`src/include/rtcif_pkg.sv`:
```
// Package for the interrupt, flag and power-up default logic.
// Assumes a single 25 MHz clock domain and a byte-wide register port.
package rtcif_pkg;

    // Register addresses on the 15-bit device address bus
    localparam logic [14:0] ADDR_EVENT_FLAGS = 15'h7ff0;
    localparam logic [14:0] ADDR_ALARM_EN = 15'h7ff6;
    localparam logic [14:0] ADDR_TIMEOUT_CTRL = 15'h7ff7;
    localparam logic [14:0] ADDR_MODE_CTRL = 15'h7ffc;

    // Flag register bit positions
    localparam int FLAG_DOG_BIT = 7;
    localparam int FLAG_ALARM_BIT = 6;
    localparam int FLAG_BATT_BIT = 4;

    // Control bit positions
    localparam int ALARM_IRQ_EN_BIT = 7;
    localparam int ALARM_BACKUP_EN_BIT = 5;
    localparam int STEER_BIT = 7;
    localparam int FTEST_BIT = 6;
    localparam int WRITE_HOLD_BIT = 7;
    localparam int READ_HOLD_BIT = 6;

    // Reset and cleared values
    localparam logic [7:0] BYTE_ZERO = 8'h00;
    localparam logic ENABLE_KEPT = 1'b1;

    // Clock and qualified-read time
    localparam int CLK_PERIOD_NS = 40;
    localparam int READ_STABLE_NS = 15;
    localparam int READ_STABLE_CYC =
        (READ_STABLE_NS + CLK_PERIOD_NS - 1) / CLK_PERIOD_NS;
    localparam logic [3:0] READ_CNT_MAX = 4'(READ_STABLE_CYC);

    // Test toggle divider (half period in clock cycles)
    localparam logic [15:0] FTEST_HALF_CYC = 16'h5f5e;

    // Supply state from the power monitor
    typedef struct packed {
        logic supply_ok;
        logic battery_attach;
        logic battery_bad;
    } rtcif_power_t;

    // Power-state tracking states
    typedef enum logic [2:0] {
        PWR_DOWN = 3'b001,
        PWR_TEST = 3'b010,
        PWR_RUN = 3'b100
    } rtcif_pwr_state_t;

endpackage : rtcif_pkg

```
`src/rtl/rtcif_sync.sv`:
```
// Two flip-flop synchroniser for a bundle of asynchronous levels.
// Assumes the first stage is read only by the second.
`timescale 1ns/100ps
module rtcif_sync #(
    parameter int WIDTH = 1
) (
    // Clock
    input wire logic ref_clk,
    input wire logic clk_en,
    // Data
    input wire logic [WIDTH-1:0] async_in,
    output logic [WIDTH-1:0] sync_out
);
    logic [WIDTH-1:0] stage1_reg;

    // Two stages, frozen with the clock enable
    always_ff @(posedge ref_clk) begin
        if (clk_en) begin
            stage1_reg <= async_in;
            sync_out <= stage1_reg;
        end
    end
endmodule : rtcif_sync

```
`src/rtl/rtcif_top.sv`:
```
// Interrupt flags, pin routing and power-up defaults.
// Assumes a host on an async SRAM-like bus and an analog power monitor.
`timescale 1ns/100ps
module rtcif_top (
    // Clock and reset
    input wire logic ref_clk,
    input wire logic reset,
    input wire logic clk_en,
    // Host bus (asynchronous pins)
    input wire logic [14:0] addr,
    input wire logic chip_en_n,
    input wire logic out_en_n,
    input wire logic write_en_n,
    input wire logic [7:0] wdata,
    output logic [7:0] rdata,
    output logic rdata_oe_n,
    // Events and power monitor (asynchronous)
    input wire logic alarm_event,
    input wire logic dog_timeout,
    input wire rtcif_pkg::rtcif_power_t power,
    // Shared open-drain interrupt/test pin and reset request
    output logic interrupt_test_pin_o,
    output logic interrupt_test_pin_oe_n,
    output logic dog_reset_pulse
);
    ////////////////////////////////////////////////////////////////////
    logic [30:0] raw_in;
    logic [30:0] syn;
    logic [7:0] w_s;
    logic [14:0] a_s;
    logic ce_s, oe_s, we_s, alarm_s, dog_s;
    rtcif_pkg::rtcif_power_t pw_s;

    assign raw_in = {addr, chip_en_n, out_en_n, write_en_n, alarm_event,
                     dog_timeout, wdata, power};

    rtcif_sync #(.WIDTH(31)) u_sync (
        .ref_clk(ref_clk),
        .clk_en(clk_en),
        .async_in(raw_in),
        .sync_out(syn)
    );

    assign a_s = syn[30:16];
    assign ce_s = ~syn[15];
    assign oe_s = ~syn[14];
    assign we_s = ~syn[13];
    assign alarm_s = syn[12];
    assign dog_s = syn[11];
    assign w_s = syn[10:3];
    assign pw_s = rtcif_pkg::rtcif_power_t'(syn[2:0]);

    ////////////////////////////////////////////////////////////////////
    logic alarm_d_reg, dog_d_reg, alarm_rise, dog_rise;
    logic wr_d_reg, wr_stb;
    logic [3:0] rd_cnt_reg;
    logic rd_qual, rd_clear;
    logic is_read, is_write;
    rtcif_pkg::rtcif_pwr_state_t pwr_reg;
    logic supply_d_reg, power_up, power_down;

    assign is_read = ce_s & oe_s & ~we_s;
    assign is_write = ce_s & we_s;
    assign alarm_rise = alarm_s & ~alarm_d_reg;
    assign dog_rise = dog_s & ~dog_d_reg;
    assign wr_stb = is_write & ~wr_d_reg;
    assign power_up = pw_s.supply_ok & ~supply_d_reg;
    assign power_down = ~pw_s.supply_ok & supply_d_reg;

    // Edge detectors on synchronised levels
    always_ff @(posedge ref_clk) begin
        if (reset) begin
            alarm_d_reg <= 1'b0;
            dog_d_reg <= 1'b0;
            wr_d_reg <= 1'b0;
            supply_d_reg <= 1'b0;
        end else if (clk_en) begin
            alarm_d_reg <= alarm_s;
            dog_d_reg <= dog_s;
            wr_d_reg <= is_write;
            supply_d_reg <= pw_s.supply_ok;
        end
    end

    // Read qualification: flag address stable in read mode
    always_ff @(posedge ref_clk) begin
        if (reset) begin
            rd_cnt_reg <= 4'h0;
        end else if (clk_en) begin
            if (is_read && a_s == rtcif_pkg::ADDR_EVENT_FLAGS) begin
                if (!rd_qual) rd_cnt_reg <= rd_cnt_reg + 4'h1;
            end else begin
                rd_cnt_reg <= 4'h0;
            end
        end
    end
    assign rd_qual = rd_cnt_reg >= rtcif_pkg::READ_CNT_MAX;
    // Clear when the qualified read ends (address moves or read drops)
    assign rd_clear = rd_qual &
        ~(is_read && a_s == rtcif_pkg::ADDR_EVENT_FLAGS);

    ////////////////////////////////////////////////////////////////////
    logic [7:0] alarm_en_reg, timeout_reg, mode_reg;
    logic alarm_flag_reg, dog_flag_reg, batt_low_reg;
    logic [7:0] flags_view;

    // Power-state tracking
    always_ff @(posedge ref_clk) begin
        if (reset) begin
            pwr_reg <= rtcif_pkg::PWR_DOWN;
        end else if (clk_en) begin
            case (pwr_reg)
                rtcif_pkg::PWR_DOWN: begin
                    if (power_up) pwr_reg <= rtcif_pkg::PWR_TEST;
                end
                rtcif_pkg::PWR_TEST: begin
                    pwr_reg <= pw_s.supply_ok ? rtcif_pkg::PWR_RUN
                                      : rtcif_pkg::PWR_DOWN;
                end
                rtcif_pkg::PWR_RUN: begin
                    if (power_down) pwr_reg <= rtcif_pkg::PWR_DOWN;
                end
                default: pwr_reg <= rtcif_pkg::PWR_DOWN;
            endcase
        end
    end

    // Battery test once per power-up, only on good supply
    always_ff @(posedge ref_clk) begin
        if (reset) begin
            batt_low_reg <= 1'b0;
        end else if (clk_en) begin
            if (pwr_reg == rtcif_pkg::PWR_TEST && pw_s.supply_ok) begin
                batt_low_reg <= pw_s.battery_bad;
            end
        end
    end

    // Alarm enable register (both enables cleared at power-up and on a steered timeout, else held at power-down)
    always_ff @(posedge ref_clk) begin
        if (reset) begin
            alarm_en_reg <= rtcif_pkg::BYTE_ZERO;
        end else if (clk_en) begin
            if (power_up) begin
                alarm_en_reg <= rtcif_pkg::BYTE_ZERO;
            end else if (dog_rise && timeout_reg[rtcif_pkg::STEER_BIT]) begin
                alarm_en_reg <= rtcif_pkg::BYTE_ZERO;
            end else if (power_down) begin
                alarm_en_reg <= alarm_en_reg;
            end else if (wr_stb && a_s == rtcif_pkg::ADDR_ALARM_EN) begin
                alarm_en_reg <= w_s;
            end
        end
    end

    // Timeout control register
    always_ff @(posedge ref_clk) begin
        if (reset) begin
            timeout_reg <= rtcif_pkg::BYTE_ZERO;
        end else if (clk_en) begin
            if (power_up || power_down) begin
                timeout_reg <= rtcif_pkg::BYTE_ZERO;
            end else if (dog_rise && timeout_reg[rtcif_pkg::STEER_BIT]) begin
                timeout_reg <= rtcif_pkg::BYTE_ZERO;
            end else if (wr_stb && a_s == rtcif_pkg::ADDR_TIMEOUT_CTRL) begin
                timeout_reg <= w_s;
            end
        end
    end

    // Mode register: write/read hold and frequency test bits
    always_ff @(posedge ref_clk) begin
        if (reset) begin
            mode_reg <= rtcif_pkg::BYTE_ZERO;
        end else if (clk_en) begin
            if (power_up || power_down) begin
                mode_reg <= rtcif_pkg::BYTE_ZERO;
            end else if (wr_stb && a_s == rtcif_pkg::ADDR_MODE_CTRL) begin
                mode_reg <= w_s;
            end
        end
    end

    // Event flags: set wins over the read clear
    always_ff @(posedge ref_clk) begin
        if (reset) begin
            alarm_flag_reg <= 1'b0;
            dog_flag_reg <= 1'b0;
        end else if (clk_en) begin
            if (alarm_rise) alarm_flag_reg <= 1'b1;
            else if (rd_clear) alarm_flag_reg <= 1'b0;
            if (dog_rise && timeout_reg != rtcif_pkg::BYTE_ZERO)
                dog_flag_reg <= 1'b1;
            else if (rd_clear) dog_flag_reg <= 1'b0;
        end
    end

    ////////////////////////////////////////////////////////////////////
    logic alarm_route, dog_route, irq_active, ftest_on;
    logic [15:0] ft_cnt_reg;
    logic ft_wave_reg;

    assign alarm_route = alarm_flag_reg &
        (alarm_en_reg[rtcif_pkg::ALARM_IRQ_EN_BIT] |
         alarm_en_reg[rtcif_pkg::ALARM_BACKUP_EN_BIT]);
    // A steered timeout clears the register, so a zero register never routes
    assign dog_route = dog_flag_reg & ~timeout_reg[rtcif_pkg::STEER_BIT] &
        (timeout_reg != rtcif_pkg::BYTE_ZERO);
    assign irq_active = alarm_route | dog_route;
    assign ftest_on = mode_reg[rtcif_pkg::FTEST_BIT];

    // Frequency test square wave
    always_ff @(posedge ref_clk) begin
        if (reset) begin
            ft_cnt_reg <= 16'h0000;
            ft_wave_reg <= 1'b0;
        end else if (clk_en) begin
            if (!ftest_on ||
                ft_cnt_reg == rtcif_pkg::FTEST_HALF_CYC - 16'h0001) begin
                ft_cnt_reg <= 16'h0000;
                ft_wave_reg <= ftest_on & ~ft_wave_reg;
            end else begin
                ft_cnt_reg <= ft_cnt_reg + 16'h0001;
            end
        end
    end

    // Open-drain pin: enable low pulls the wire low
    always_ff @(posedge ref_clk) begin
        if (reset) begin
            interrupt_test_pin_o <= 1'b0;
            interrupt_test_pin_oe_n <= 1'b1;
        end else if (clk_en) begin
            interrupt_test_pin_o <= 1'b0;
            if (irq_active) begin
                interrupt_test_pin_oe_n <= 1'b0;
            end else if (ftest_on) begin
                interrupt_test_pin_oe_n <= ft_wave_reg;
            end else begin
                interrupt_test_pin_oe_n <= 1'b1;
            end
        end
    end

    // Reset pulse request on steered timeout
    always_ff @(posedge ref_clk) begin
        if (reset) begin
            dog_reset_pulse <= 1'b0;
        end else if (clk_en) begin
            dog_reset_pulse <= dog_rise & timeout_reg[rtcif_pkg::STEER_BIT]
                & (timeout_reg != rtcif_pkg::BYTE_ZERO);
        end
    end

    // Register read port
    always_comb begin
        flags_view = rtcif_pkg::BYTE_ZERO;
        flags_view[rtcif_pkg::FLAG_DOG_BIT] = dog_flag_reg;
        flags_view[rtcif_pkg::FLAG_ALARM_BIT] = alarm_flag_reg;
        flags_view[rtcif_pkg::FLAG_BATT_BIT] = batt_low_reg;
    end

    always_ff @(posedge ref_clk) begin
        if (reset) begin
            rdata <= rtcif_pkg::BYTE_ZERO;
            rdata_oe_n <= 1'b1;
        end else if (clk_en) begin
            rdata_oe_n <= ~is_read;
            if (a_s == rtcif_pkg::ADDR_EVENT_FLAGS) rdata <= flags_view;
            else if (a_s == rtcif_pkg::ADDR_ALARM_EN) rdata <= alarm_en_reg;
            else if (a_s == rtcif_pkg::ADDR_TIMEOUT_CTRL)
                rdata <= timeout_reg;
            else if (a_s == rtcif_pkg::ADDR_MODE_CTRL) rdata <= mode_reg;
            else rdata <= rtcif_pkg::BYTE_ZERO;
        end
    end

    ////////////////////////////////////////////////////////////////////
    // Pin only driven when a routed event is pending or test is on
    pin_float_a: assert property (@(posedge ref_clk) disable iff (reset)
        clk_en && !irq_active && !ftest_on |=> interrupt_test_pin_oe_n)
        else $error("pin driven with nothing pending");
    // Routed interrupt pulls the pin
    irq_drive_a: assert property (@(posedge ref_clk) disable iff (reset)
        clk_en && irq_active |=> !interrupt_test_pin_oe_n)
        else $error("routed interrupt not driven");
    // Alarm event sets the flag
    alarm_set_a: assert property (@(posedge ref_clk) disable iff (reset)
        clk_en && alarm_rise |=> alarm_flag_reg)
        else $error("alarm flag not set");
    // Short read leaves flags intact
    short_read_a: assert property (@(posedge ref_clk) disable iff (reset)
        clk_en && !rd_qual && !alarm_rise && alarm_flag_reg
        |=> alarm_flag_reg)
        else $error("flag lost without qualified read");
    // Qualified read clears the timeout flag
    dog_clear_a: assert property (@(posedge ref_clk) disable iff (reset)
        clk_en && rd_clear && !dog_rise |=> !dog_flag_reg)
        else $error("timeout flag not cleared");
    // Power-up zeroes the timeout register
    pwr_defaults_a: assert property (@(posedge ref_clk) disable iff (reset)
        clk_en && power_up |=> timeout_reg == rtcif_pkg::BYTE_ZERO)
        else $error("timeout register not cleared");
    // Power-down keeps alarm enables
    enable_keep_a: assert property (@(posedge ref_clk) disable iff (reset)
        clk_en && power_down && !power_up && !dog_rise
        |=> $stable(alarm_en_reg))
        else $error("alarm enables lost at power-down");
    // Battery bit moves only in the test state
    batt_hold_a: assert property (@(posedge ref_clk) disable iff (reset)
        clk_en && pwr_reg != rtcif_pkg::PWR_TEST |=> $stable(batt_low_reg))
        else $error("battery flag changed outside test");
endmodule : rtcif_top

```
`config.mk`:
```
export PLATFORM = sky130hd
export DESIGN_NAME = rtcif_top
export DESIGN_NICKNAME = d
export VERILOG_FILES = /design/src/include/rtcif_pkg.sv /design/src/rtl/rtcif_sync.sv /design/src/rtl/rtcif_top.sv
export SDC_FILE = /design/constraint.sdc
export NUM_CORES = 1
export LEC_CHECK = 0
export BUFFER_PORTS_ARGS = -buffer_cell sky130_fd_sc_hd__buf_4
export CAP_MARGIN = 10
export CELL_PAD_IN_SITES_DETAIL_PLACEMENT = 1
export CELL_PAD_IN_SITES_GLOBAL_PLACEMENT = 1
export CORE_UTILIZATION = 47
export CTS_CLUSTER_DIAMETER = 40
export DETAILED_ROUTE_END_ITERATION = 16
export GPL_TIMING_DRIVEN = 0
export PLACE_DENSITY = 0.86
export RECOVER_POWER = 100
export SLEW_MARGIN = 20
export SYNTH_ARGS = -nofsm -noshare
export SYNTH_HDL_FRONTEND = slang
export SYNTH_SLANG_ARGS = --single-unit
```
`constraint.sdc`:
```
create_clock -name ref_clk -period 2.05 [get_ports ref_clk]
set_input_delay 0.3075 -clock ref_clk [delete_from_list [all_inputs] [get_ports ref_clk]]
set_output_delay 0.3075 -clock ref_clk [all_outputs]
set_load 0.01 [all_outputs]
```
==> impl_metrics.ini, run 1 <==
[pwr]
power_report.internal_total_w = 0.00477
p_per_area_mw_per_mm2 = 999
ir_drop_v = 0.000848
netSwitchingFraction = 0.252
power.share.sequential = 0.447
power_switching_w = 0.00161
p_leak_nw = 2.30
clk_network_pwr_share = 0.495
combPwrFrac = 0.058
design_power_total_w = 0.00638

[critical_path]
critPathBufInv = 1
worst-r2r-setup-slack_ns = -0.005
crit_chain = nand4bb_1 -> or4_1 -> clkbuf_1 -> nor2_1 -> o31ai_1
crit_start = u_sync.sync_out[19]
critPathLaunchType = register
timing.critical_path.arrival_ns = 2.46
worstRegToRegCells = 5
crit_path_max_fanout = 8
required_ns = 2.46
critical-path-max-stage-delay_ns = 0.51
critical_path_depth = 5
rr_endpoint = rdata[3]
critPathTopFamily = simple AND/OR/NAND/NOR gates
critPathSlowestCell = edfxtp_1
crit_path_end_kind = register
crit_type = reg -> reg
crit-reg2reg-launch = u_sync.sync_out[19]

[grt]
grt_pass1_vias = 4227
grt_antenna_before_repair = 0
grt.overflow.total = 0
grt_start_max_net_pins = 62
grtUsageTotal = 0.316
grt_first_pass_wirelength_um = 25200

[die]
die_w_um = 104
floorplan.rows = 36
floorplan.io_pins = 46
floorplan.die_area_sq_mm = 0.0108
floorplan.initialDensity = 0.494
chipHeight_um = 104
floorplan.core_area_sq_mm = 0.00991

[sta]
hold_viol_final = 0
setup_ws_ns = -0.00507
tightestPinTransition_ns = 0.841
timing.max_slew.rel_slack = 0.431
max_clock_freq_ghz = 0.487
period_share = 1.00
finalMaxSlewViolations = 0
final.setup_skew_ns = 0.0177
layout_min_cycle_time_ns = 2.06
finalSetupViolCount = 1
hold_slack_ns = 0.235

[logic_synthesis]
synth_top_area_cell = edfxtp_1
yosys_warnings = 0
asyncSetResetFlopFracSynth = 0
yosys_most_used_dff = dfxtp_1
ys_seq_elements = 126
proportion_of_netlist_area_held_by_the_largest_area_contributor = 0.368
sequential_cell_area_fraction_in_the_yosys_report = 0.638
mappedNetlistArea_sq_mm = 0.00489
synth_area_leaders = edfxtp_1 37%, dfxtp_1 27%, a22o_1 4.1%
post_synth_num_cell_types = 55
syn-num-nets = 439
synth_edf_count = 60
avgSynthCellArea_sq_um = 12.3
syn_inst = 398

[detailed_routing]
drt-wirelength-per-cell_um = 28.4
wl_met2_um = 8900
highest_layer = met4
met1_length_um = 6900
antenna_violation_net_count_after_detailed_routing = 0
drc = 0
drt_pre_antenna_iters = 5
via_count = 4103
route.detailed.vias_per_inst = 6.41
wl_um = 18200
first_iter_violations = 420
met3_length_um = 1440

[worst_hold_path]
timing.hold.worst.start = reset
worst_hold_path.num_cells = 3
min_path_type = in -> reg
worstHoldEndpoint = rdata[4]

[place]
io_buffer_count = 43
gpl.final_weighted_congestion = 0.787
dpl.hpwl_um = 8110
dpl.cell_count = 574

[status]
violations = setup timing
status = finished with violations

[final_layout]
finish.cell_count_without_fillers = 640
area_delta_synth_final_pct = 30.4
numnets_final = 535
post_route_cells_drive_above_1_share = 0.183
insertedDiodeCount = 0

[clocking]
cts_tree = yes
cts_made_buffers = 17
htreeDepth = 4
ctsRootBufferMaster = clkbuf_8
cts_num_sinks = 126
longest_clk_path_bufs = 2
clk_transition_reported_paths_ns = 0.07
source_to_sink_clock_delay_at_the_later_pin_of_the_worst_skew_pair_ns = 0.55

[job]
max-cap-violations = 0
what timing repair did:
action	in CTS	in global routing
endpoints found under the setup margin	42	37
hold buffers	30	0
gates resized for setup	9	15
pin swaps	3	0
endpoints found under the hold margin	30	0
setup buffers	5	1
how the worst max path moves through the flow:
stage / endpoint / slack [ns]
6_report: rdata[3] / -0.005
5_1_grt: dog_flag_reg / -0.09
4_1_cts: rdata[3] / 0.02
3_5_place_dp: alarm_en_reg[2] / -0.48
3_3_place_gp: mode_reg[1] / -0.36
2_1_floorplan: ft_cnt_reg[10] / 0.27
power by group through the flow:
stage / logic (W) / registers, W / clock network (W)
global placement: 0.000234 / 0.00286 / 0
finish: 0.000367 / 0.00285 / 0.00316
CTS: 0.000316 / 0.00283 / 0.00306
global route: 0.000381 / 0.00285 / 0.00325
detailed placement: 0.000251 / 0.00287 / 0
floorplan: 0.000132 / 0.00284 / 0
metrics by stage:
step,cell area (sq um),worst slack (ns),utilization,TNS (ns)
final,6380,-0.00507,0.644,-0.00507
after CTS,6350,0.0216,0.641,0
after detailed placement,5380,-0.476,0.543,-13.75
after floorplan,4890,0.268,-,0
after global placement,5380,-0.360,0.543,-9.03
after global routing,6380,-0.0904,0.644,-0.567
cells in the final DEF (no fill, tap or decap), drive strengths merged, types with 4 or more instances in the layout:
master       synthesis  final
a21oi               27     27
nor2                22     22
nand4               10     10
nand3                7      7
edfxtp              60     60
a22o                23     23
clkbuf              11     70
mux2i                4      4
o21ai                4      4
ha                   7      7
dfxtp               66     66
inv                 12     15
nor4                 7      7
xnor2               11     11
o31ai                8      8
nor3b                4      4
a22oi                9      9
nand3b               4      4
or4                  5      5
nand2               14     14
dlygate4sd3          0     30
nor3                13     13
clkinv               0      7
nand2b              11     11
nor2b                4      4
a31oi                6      6
buf                  6     12
or3                  6      6
layout make-up:
cell class	count	area [sq um]
Inverter	12	45.0
Sequential cell	126	3120
Timing Repair Buffer	79	627
Clock buffer	18	418
Buffer	15	85.1
Tap cell	133	166
Multi-Input combinational cell	243	1750
Fill cell	959	3530
Clock inverter	14	166
synth_stat cells (3+ instances only):
master / number
inv_1: 12
nor2b_1: 4
xnor2_1: 11
dfxtp_1: 66
or4_1: 4
o21ai_0: 3
a22oi_1: 9
o32ai_1: 3
nand3_1: 7
mux2i_1: 4
nand2b_1: 11
a21oi_1: 27
nor3_1: 12
a32oi_1: 3
o21bai_1: 3
nor4_1: 7
xor2_1: 3
a31oi_1: 6
nand2_1: 14
nand4_1: 10
nor2_1: 22
or3_1: 6
ha_1: 7
a211oi_1: 3
edfxtp_1: 60
a22o_1: 23
o31ai_1: 8
nand3b_1: 4
clkbuf_1: 10
nor3b_1: 3
layer usage:
metal,up-vias,global-route usage
met5,-,0
met4,0,0.166
met3,84,0.0977
met2,274,0.527
met1,2028,0.364
li1,1717,-
worst register-to-register path, stage by stage, from the launching register on:
cell	delay [ns]
edfxtp_1	0.51
nand4bb_1	0.34
or4_1	0.49
clkbuf_1	0.28
nor2_1	0.20
o31ai_1	0.11
kinds of logic (layout without fill, tap and decap cells):
kind of cell,Yosys count,in the layout,synth area share
other cells,1,1,0.000766
flops,126,126,0.638
simple gates,123,123,0.146
compound gates,94,94,0.135
xor+xnor,14,14,0.0251
mux,4,4,0.00818
fa+ha+maj,7,7,0.0179
buf+inv,29,138,0.0289
No activity file was read; power rests on OpenSTA's default activity.
==> run 2: changes to the inputs <==
ABC_AREA = 1   (was unset)
CORE_ASPECT_RATIO = 1.1   (was unset)
CORE_UTILIZATION = 45   (was 47)
PLACE_DENSITY = 0.87   (was 0.86)
==> impl_metrics.ini, run 2 <==
[critical_path]
crit_chain = nand2_1 -> inv_1 -> or2_0 -> clkinv_1 -> nand2_2 -> buf_6 -> nand3_1 -> nand2_1 -> nor2_1
critPathTopFamily = simple AND/OR/NAND/NOR gates
timing.critical_path.mode_cell = nand2_1
rr_endpoint = alarm_en_reg[6]
timing.critical_path.arrival_ns = 2.27
worst-r2r-setup-slack_ns = 0.1
critPathBufInv = 3
crit_path_max_fanout = 10
worstRegToRegCells = 9
required_ns = 2.37
crit-reg2reg-launch = timeout_reg[7]
critPathLaunchType = register
critical-path-max-stage-delay_ns = 0.50
critPathSlowestCell = dfxtp_1
crit_type = reg -> reg
crit_path_end_kind = register

[sta]
setup_tns_ns = 0
max_clock_freq_ghz = 0.512
hold_viol_final = 0
setup_ws_ns = 0.0967
finalMaxSlewViolations = 0
tightestPinTransition_ns = 0.620
timing.max_slew.rel_slack = 0.587
hold_slack_ns = 0.0742
period_share = 0.953
final.setup_skew_ns = 0.00762
finalSetupViolCount = 0
layout_min_cycle_time_ns = 1.95
rsz_0062_raised_after_global_routing = false

[final_layout]
sequential_cell_area_sq_mm = 0.00312
nFillCells = 1355
area_delta_synth_final_pct = 20.9
post_layout_utilization_of_the_core = 0.555
footprint_of_the_multi_input_gates_sq_mm = 0.00185
post_route_cells_drive_above_1_share = 0.126
numnets_final = 695
top_library_cells_by_usage_in_the_layout_fill_and_taps_aside = 124 x nand2_1, 94 x nor2_1, 66 x dfxtp_1
layout.cells.most_common = nand2_1
insertedDiodeCount = 0

[worst_hold_path]
min_path_type = in -> reg
worstHoldEndpoint = u_sync.stage1_reg[11]
timing.hold.worst.start = dog_timeout
worst_hold_path.num_cells = 1

[logic_synthesis]
asyncSetResetFlopFracSynth = 0
yosysMostFrequentCell = nand2_1
syn-num-nets = 634
proportion_of_netlist_area_held_by_the_largest_area_contributor = 0.343
syn_inst = 593
post_synth_num_cell_types = 33
yosys_most_used_dff = dfxtp_1
yosys_warnings = 0
sequential_cell_area_fraction_in_the_yosys_report = 0.595
synth_edf_count = 60
mappedNetlistArea_sq_mm = 0.00525
synth_top_area_cell = edfxtp_1
avgSynthCellArea_sq_um = 8.86
top_cells_by_count_synth = 126 x nand2_1, 94 x nor2_1, 66 x dfxtp_1
synth_area_leaders = edfxtp_1 34%, dfxtp_1 25%, nand2_1 9.0%
ys_seq_elements = 126

[clocking]
htreeDepth = 4
cts-resized-gates = 0
cts_made_buffers = 17
post_cts.repair.setup_buffers = 0
clk_transition_reported_paths_ns = 0.06
longest_clk_path_bufs = 2
cts_num_sinks = 126
cts-hold-fix-buffers = 0
cts_tree = yes
source_to_sink_clock_delay_at_the_later_pin_of_the_worst_skew_pair_ns = 0.43
ctsRootBufferMaster = clkbuf_16

[pwr]
p_leak_nw = 2.45
power_switching_w = 0.00149
ir_drop_v = 0.000718
power_report.internal_total_w = 0.00502
design_power_total_w = 0.00651
power.share.sequential = 0.446
netSwitchingFraction = 0.229
clk_network_pwr_share = 0.483
p_per_area_mw_per_mm2 = 1020
combPwrFrac = 0.071

[job]
max-cap-violations = 0

[detailed_routing]
first_iter_violations = 252
drt-wirelength-per-cell_um = 16.9
wl_um = 13800
drc = 0
drt_pre_antenna_iters = 5
route.detailed.vias_per_inst = 5.30
antenna_violation_net_count_after_detailed_routing = 0
via_count = 4333

[grt]
grt_first_pass_wirelength_um = 22300
grt_start_max_net_pins = 68
grt.overflow.total = 0
grt_pass1_vias = 4646
grt_antenna_before_repair = 0
grtUsageTotal = 0.249

[place]
gpl.final_weighted_congestion = 0.878
io_buffer_count = 42
place_ws_ns = -0.417
dpl.hpwl_um = 9770

[die]
floorplan.die_area_sq_mm = 0.0121
floorplan.initialDensity = 0.459
die_w_um = 105
floorplan.io_pins = 46
chipHeight_um = 115
floorplan.rows = 41
floorplan.core_area_sq_mm = 0.0114

[status]
status = finished clean
run 2: changes by cell type after synthesis, moves of 7 or more:
cell      delta
nand2b_1    -11
inv_1       +39
nor2_1      +72
a21oi_1     +20
o31ai_1      -7
a22oi_1      -9
nand3_1     +43
nand2_1    +112
o21ai_0     +23
a22o_1      -23
xnor2_1      -9
run 2: power groups by stage:
stage / Combinational [W] / Clock (W) / Sequential, W
after floorplan: 0.000275 / 0 / 0.00291
after global placement: 0.000419 / 0 / 0.00294
after detailed placement: 0.000450 / 0 / 0.00295
after CTS: 0.000464 / 0.00318 / 0.00290
after global routing: 0.000518 / 0.00329 / 0.00291
final: 0.000464 / 0.00314 / 0.00290
run 2: how the worst max path moves through the flow:
stage | slack (ns) | from | to | depth (start not counted)
3_3_place_gp | -0.31 | clk_en | alarm_en_reg[6] | 7
2_1_floorplan | 0.40 | u_sync.sync_out[2] | timeout_reg[0] | 10
6_report | 0.1 | timeout_reg[7] | alarm_en_reg[6] | 9
4_1_cts | 0.02 | clk_en | alarm_en_reg[6] | 7
5_1_grt | 0.006 | dog_d_reg | alarm_en_reg[5] | 12
3_5_place_dp | -0.42 | clk_en | ft_cnt_reg[11] | 10
run 2: logic make-up after synthesis:
family | share of synthesized area
other | 0.000714
AOI/OAI and AO/OA | 0.0724
DFF | 0.595
buffers and inverters | 0.0555
adders and majority gates | 0.0167
xor gates and xnor gates | 0.00834
and+or+nand+nor | 0.252
run 2: per-stage QoR:
stage	cells	cell area, sq um
after global placement	785	5760
final	817	6350
after detailed placement	785	5760
after floorplan	593	5250
after CTS	817	6370
after global routing	817	6350
run 2: metal layers:
metal	up-vias	routed length [um]	GRT usage
met5	-	0	0
met4	0	683	0.177
met3	49	531	0.0652
met2	113	7280	0.457
met1	2101	5350	0.246
li1	2070	-	-
run 2: cell type report:
class                      instances  share of cell area
inverter                          56              0.0337
multi-input combinational        394               0.291
timing repair buffer              42              0.0437
buffer                            17              0.0136
tap                              150              0.0295
clock buffer                      20              0.0703
clock inverter                    12              0.0266
sequential                       126               0.492
==> run 3: changes to the inputs <==
BUFFER_PORTS_ARGS = -buffer_cell sky130_fd_sc_hd__buf_2   (was -buffer_cell sky130_fd_sc_hd__buf_4)
CORE_UTILIZATION = 48   (was 45)
PLACE_DENSITY = 0.91   (was 0.87)
clock period = 2.3 ns   (was 2.05 ns; I/O delays follow)
==> impl_metrics.ini, run 3 (synthesis gave the netlist of run 2 again) <==
[place]
gpl.final_weighted_congestion = 0.896
io_buffer_count = 42
dpl.cell_count = 778
dpl.hpwl_um = 9610
post_dp_cell_area_sq_mm = 0.00564

[die]
die_w_um = 102
floorplan.initialDensity = 0.498
chipHeight_um = 112
floorplan.io_pins = 46
floorplan.die_area_sq_mm = 0.0114
floorplan.rows = 39
floorplan.core_area_sq_mm = 0.0105

[sta]
timing.max_slew.rel_slack = 0.515
hold_viol_final = 0
period_share = 0.921
max_clock_freq_ghz = 0.472
finalSetupViolCount = 0
layout_min_cycle_time_ns = 2.12
final.setup_skew_ns = 0.00673
tightestPinTransition_ns = 0.720
finalMaxSlewViolations = 0
rsz_0062_raised_after_global_routing = false

[detailed_routing]
drc = 0
route.detailed.vias_per_inst = 5.37
drt_pre_antenna_iters = 5
wl_um = 14100
antenna_violation_net_count_after_detailed_routing = 0
drt-wirelength-per-cell_um = 17.4
first_iter_violations = 184
via_count = 4346

[final_layout]
final_design_area_excluding_fillers_sq_mm = 0.00615
area_delta_synth_final_pct = 17.2
insertedDiodeCount = 0
nFillCells = 1270
top_library_cells_by_usage_in_the_layout_fill_and_taps_aside = 126 x nand2_1, 95 x nor2_1, 66 x dfxtp_1
numnets_final = 695
layout.cells.most_common = nand2_1
finish.cell_count_without_fillers = 810
post_route_cells_drive_above_1_share = 0.115

[critical_path]
timing.critical_path.arrival_ns = 2.43
rr_endpoint = timeout_reg[5]
crit_start = u_sync.sync_out[2]
worst-r2r-setup-slack_ns = 0.18
crit-reg2reg-launch = u_sync.sync_out[2]
endpoint = timeout_reg[5]
crit_type = reg -> reg
critPathLaunchType = register
worstRegToRegCells = 10
crit_path_max_fanout = 10
crit_path_end_kind = register
required_ns = 2.61

[clocking]
longest_clk_path_bufs = 2
cts_num_sinks = 126
cts_made_buffers = 17
cts-resized-gates = 0
ctsRootBufferMaster = clkbuf_16
cts-hold-fix-buffers = 0
post_cts.repair.setup_buffers = 0
clk_transition_reported_paths_ns = 0.06
source_to_sink_clock_delay_at_the_later_pin_of_the_worst_skew_pair_ns = 0.42
cts_tree = yes
htreeDepth = 4

[grt]
grt_antenna_before_repair = 0
grt_pass1_vias = 4656
grt_start_max_net_pins = 68
grt_first_pass_wirelength_um = 23100
grt.overflow.total = 0
grtUsageTotal = 0.274

[job]
max-cap-violations = 0

[pwr]
p_per_area_mw_per_mm2 = 871
ir_drop_v = 0.000685
design_power_total_w = 0.00536
p_leak_nw = 2.37

[status]
status = finished clean

[worst_hold_path]
min_path_type = in -> reg
==> run 3: changes by cell type in the layout (fill, tap and decap cells not counted), sizes merged <==
cell	before	now
buf	6	34
clkinv	6	9
bufinv	4	0
inv	53	54
clkinvlp	5	7
clkbuf	73	43
==> run 3: how the worst min path moves through the flow <==
stage | startpoint | endpoint | slack, ns | cells after the start
final | addr[9] | u_sync.stage1_reg[25] | 0.1 | 1
after global placement | u_sync.stage1_reg[10] | u_sync.sync_out[10] | 0.40 | 0
after detailed placement | u_sync.stage1_reg[13] | u_sync.sync_out[13] | 0.41 | 0
after global routing | addr[9] | u_sync.stage1_reg[25] | 0.08 | 1
after CTS | alarm_event | u_sync.stage1_reg[12] | 0.08 | 1
after floorplan | u_sync.stage1_reg[0] | u_sync.sync_out[0] | 0.40 | 0
==> run 3: power breakdown <==
group | total, W | internal (W) | switching [W] | leakage (nW)
sequential | 0.00259 | 0.00250 | 0.0000854 | 1.13
clock | 0.00237 | 0.00137 | 0.00101 | 0.240
combinational | 0.000401 | 0.000126 | 0.000275 | 1.00
total | 0.00536 | 0.00399 | 0.00137 | 2.37
==> run 3: stage by stage <==
stage                     TNS [ns]  utilization  hold slack [ns]  setup WS [ns]
final                            0        0.584           0.0979          0.182
after global routing             0        0.584           0.0845         0.0302
after CTS                        0        0.586           0.0818          0.175
after floorplan                  0            -            0.400          0.650
after detailed placement     -2.89        0.535            0.406         -0.250
after global placement      -17.81        0.535            0.401         -0.683
==> run 3: critical path, cell delays in order (launching register included) <==
cell and delay [ns]:
edfxtp_1 0.41, inv_1 0.14, ha_1 0.26, buf_2 0.20, nand2_1 0.21, inv_1 0.12, nand2_1 0.09, nand2_1 0.09
buf_2 0.22, o21ai_0 0.19, nor2_1 0.06
==> run 3: per-layer routing <==
metal,up-vias,global-route usage,part of all wire
met3,38,0.0565,0.037
met5,-,0,0
met1,2134,0.314,0.41
met4,0,0.146,0.036
li1,2076,-,-
met2,98,0.474,0.52
==> run 3: cell type report <==
cell class | instances | area [sq um] | share of cell area
buffer | 17 | 78.8 | 0.0128
clock buffer | 18 | 429 | 0.0697
clock inverter | 14 | 98.8 | 0.0161
multi-input combinational | 394 | 1840 | 0.298
tap | 143 | 179 | 0.0291
inverter | 56 | 210 | 0.0342
sequential | 126 | 3120 | 0.507
timing repair buffer | 42 | 200 | 0.0325
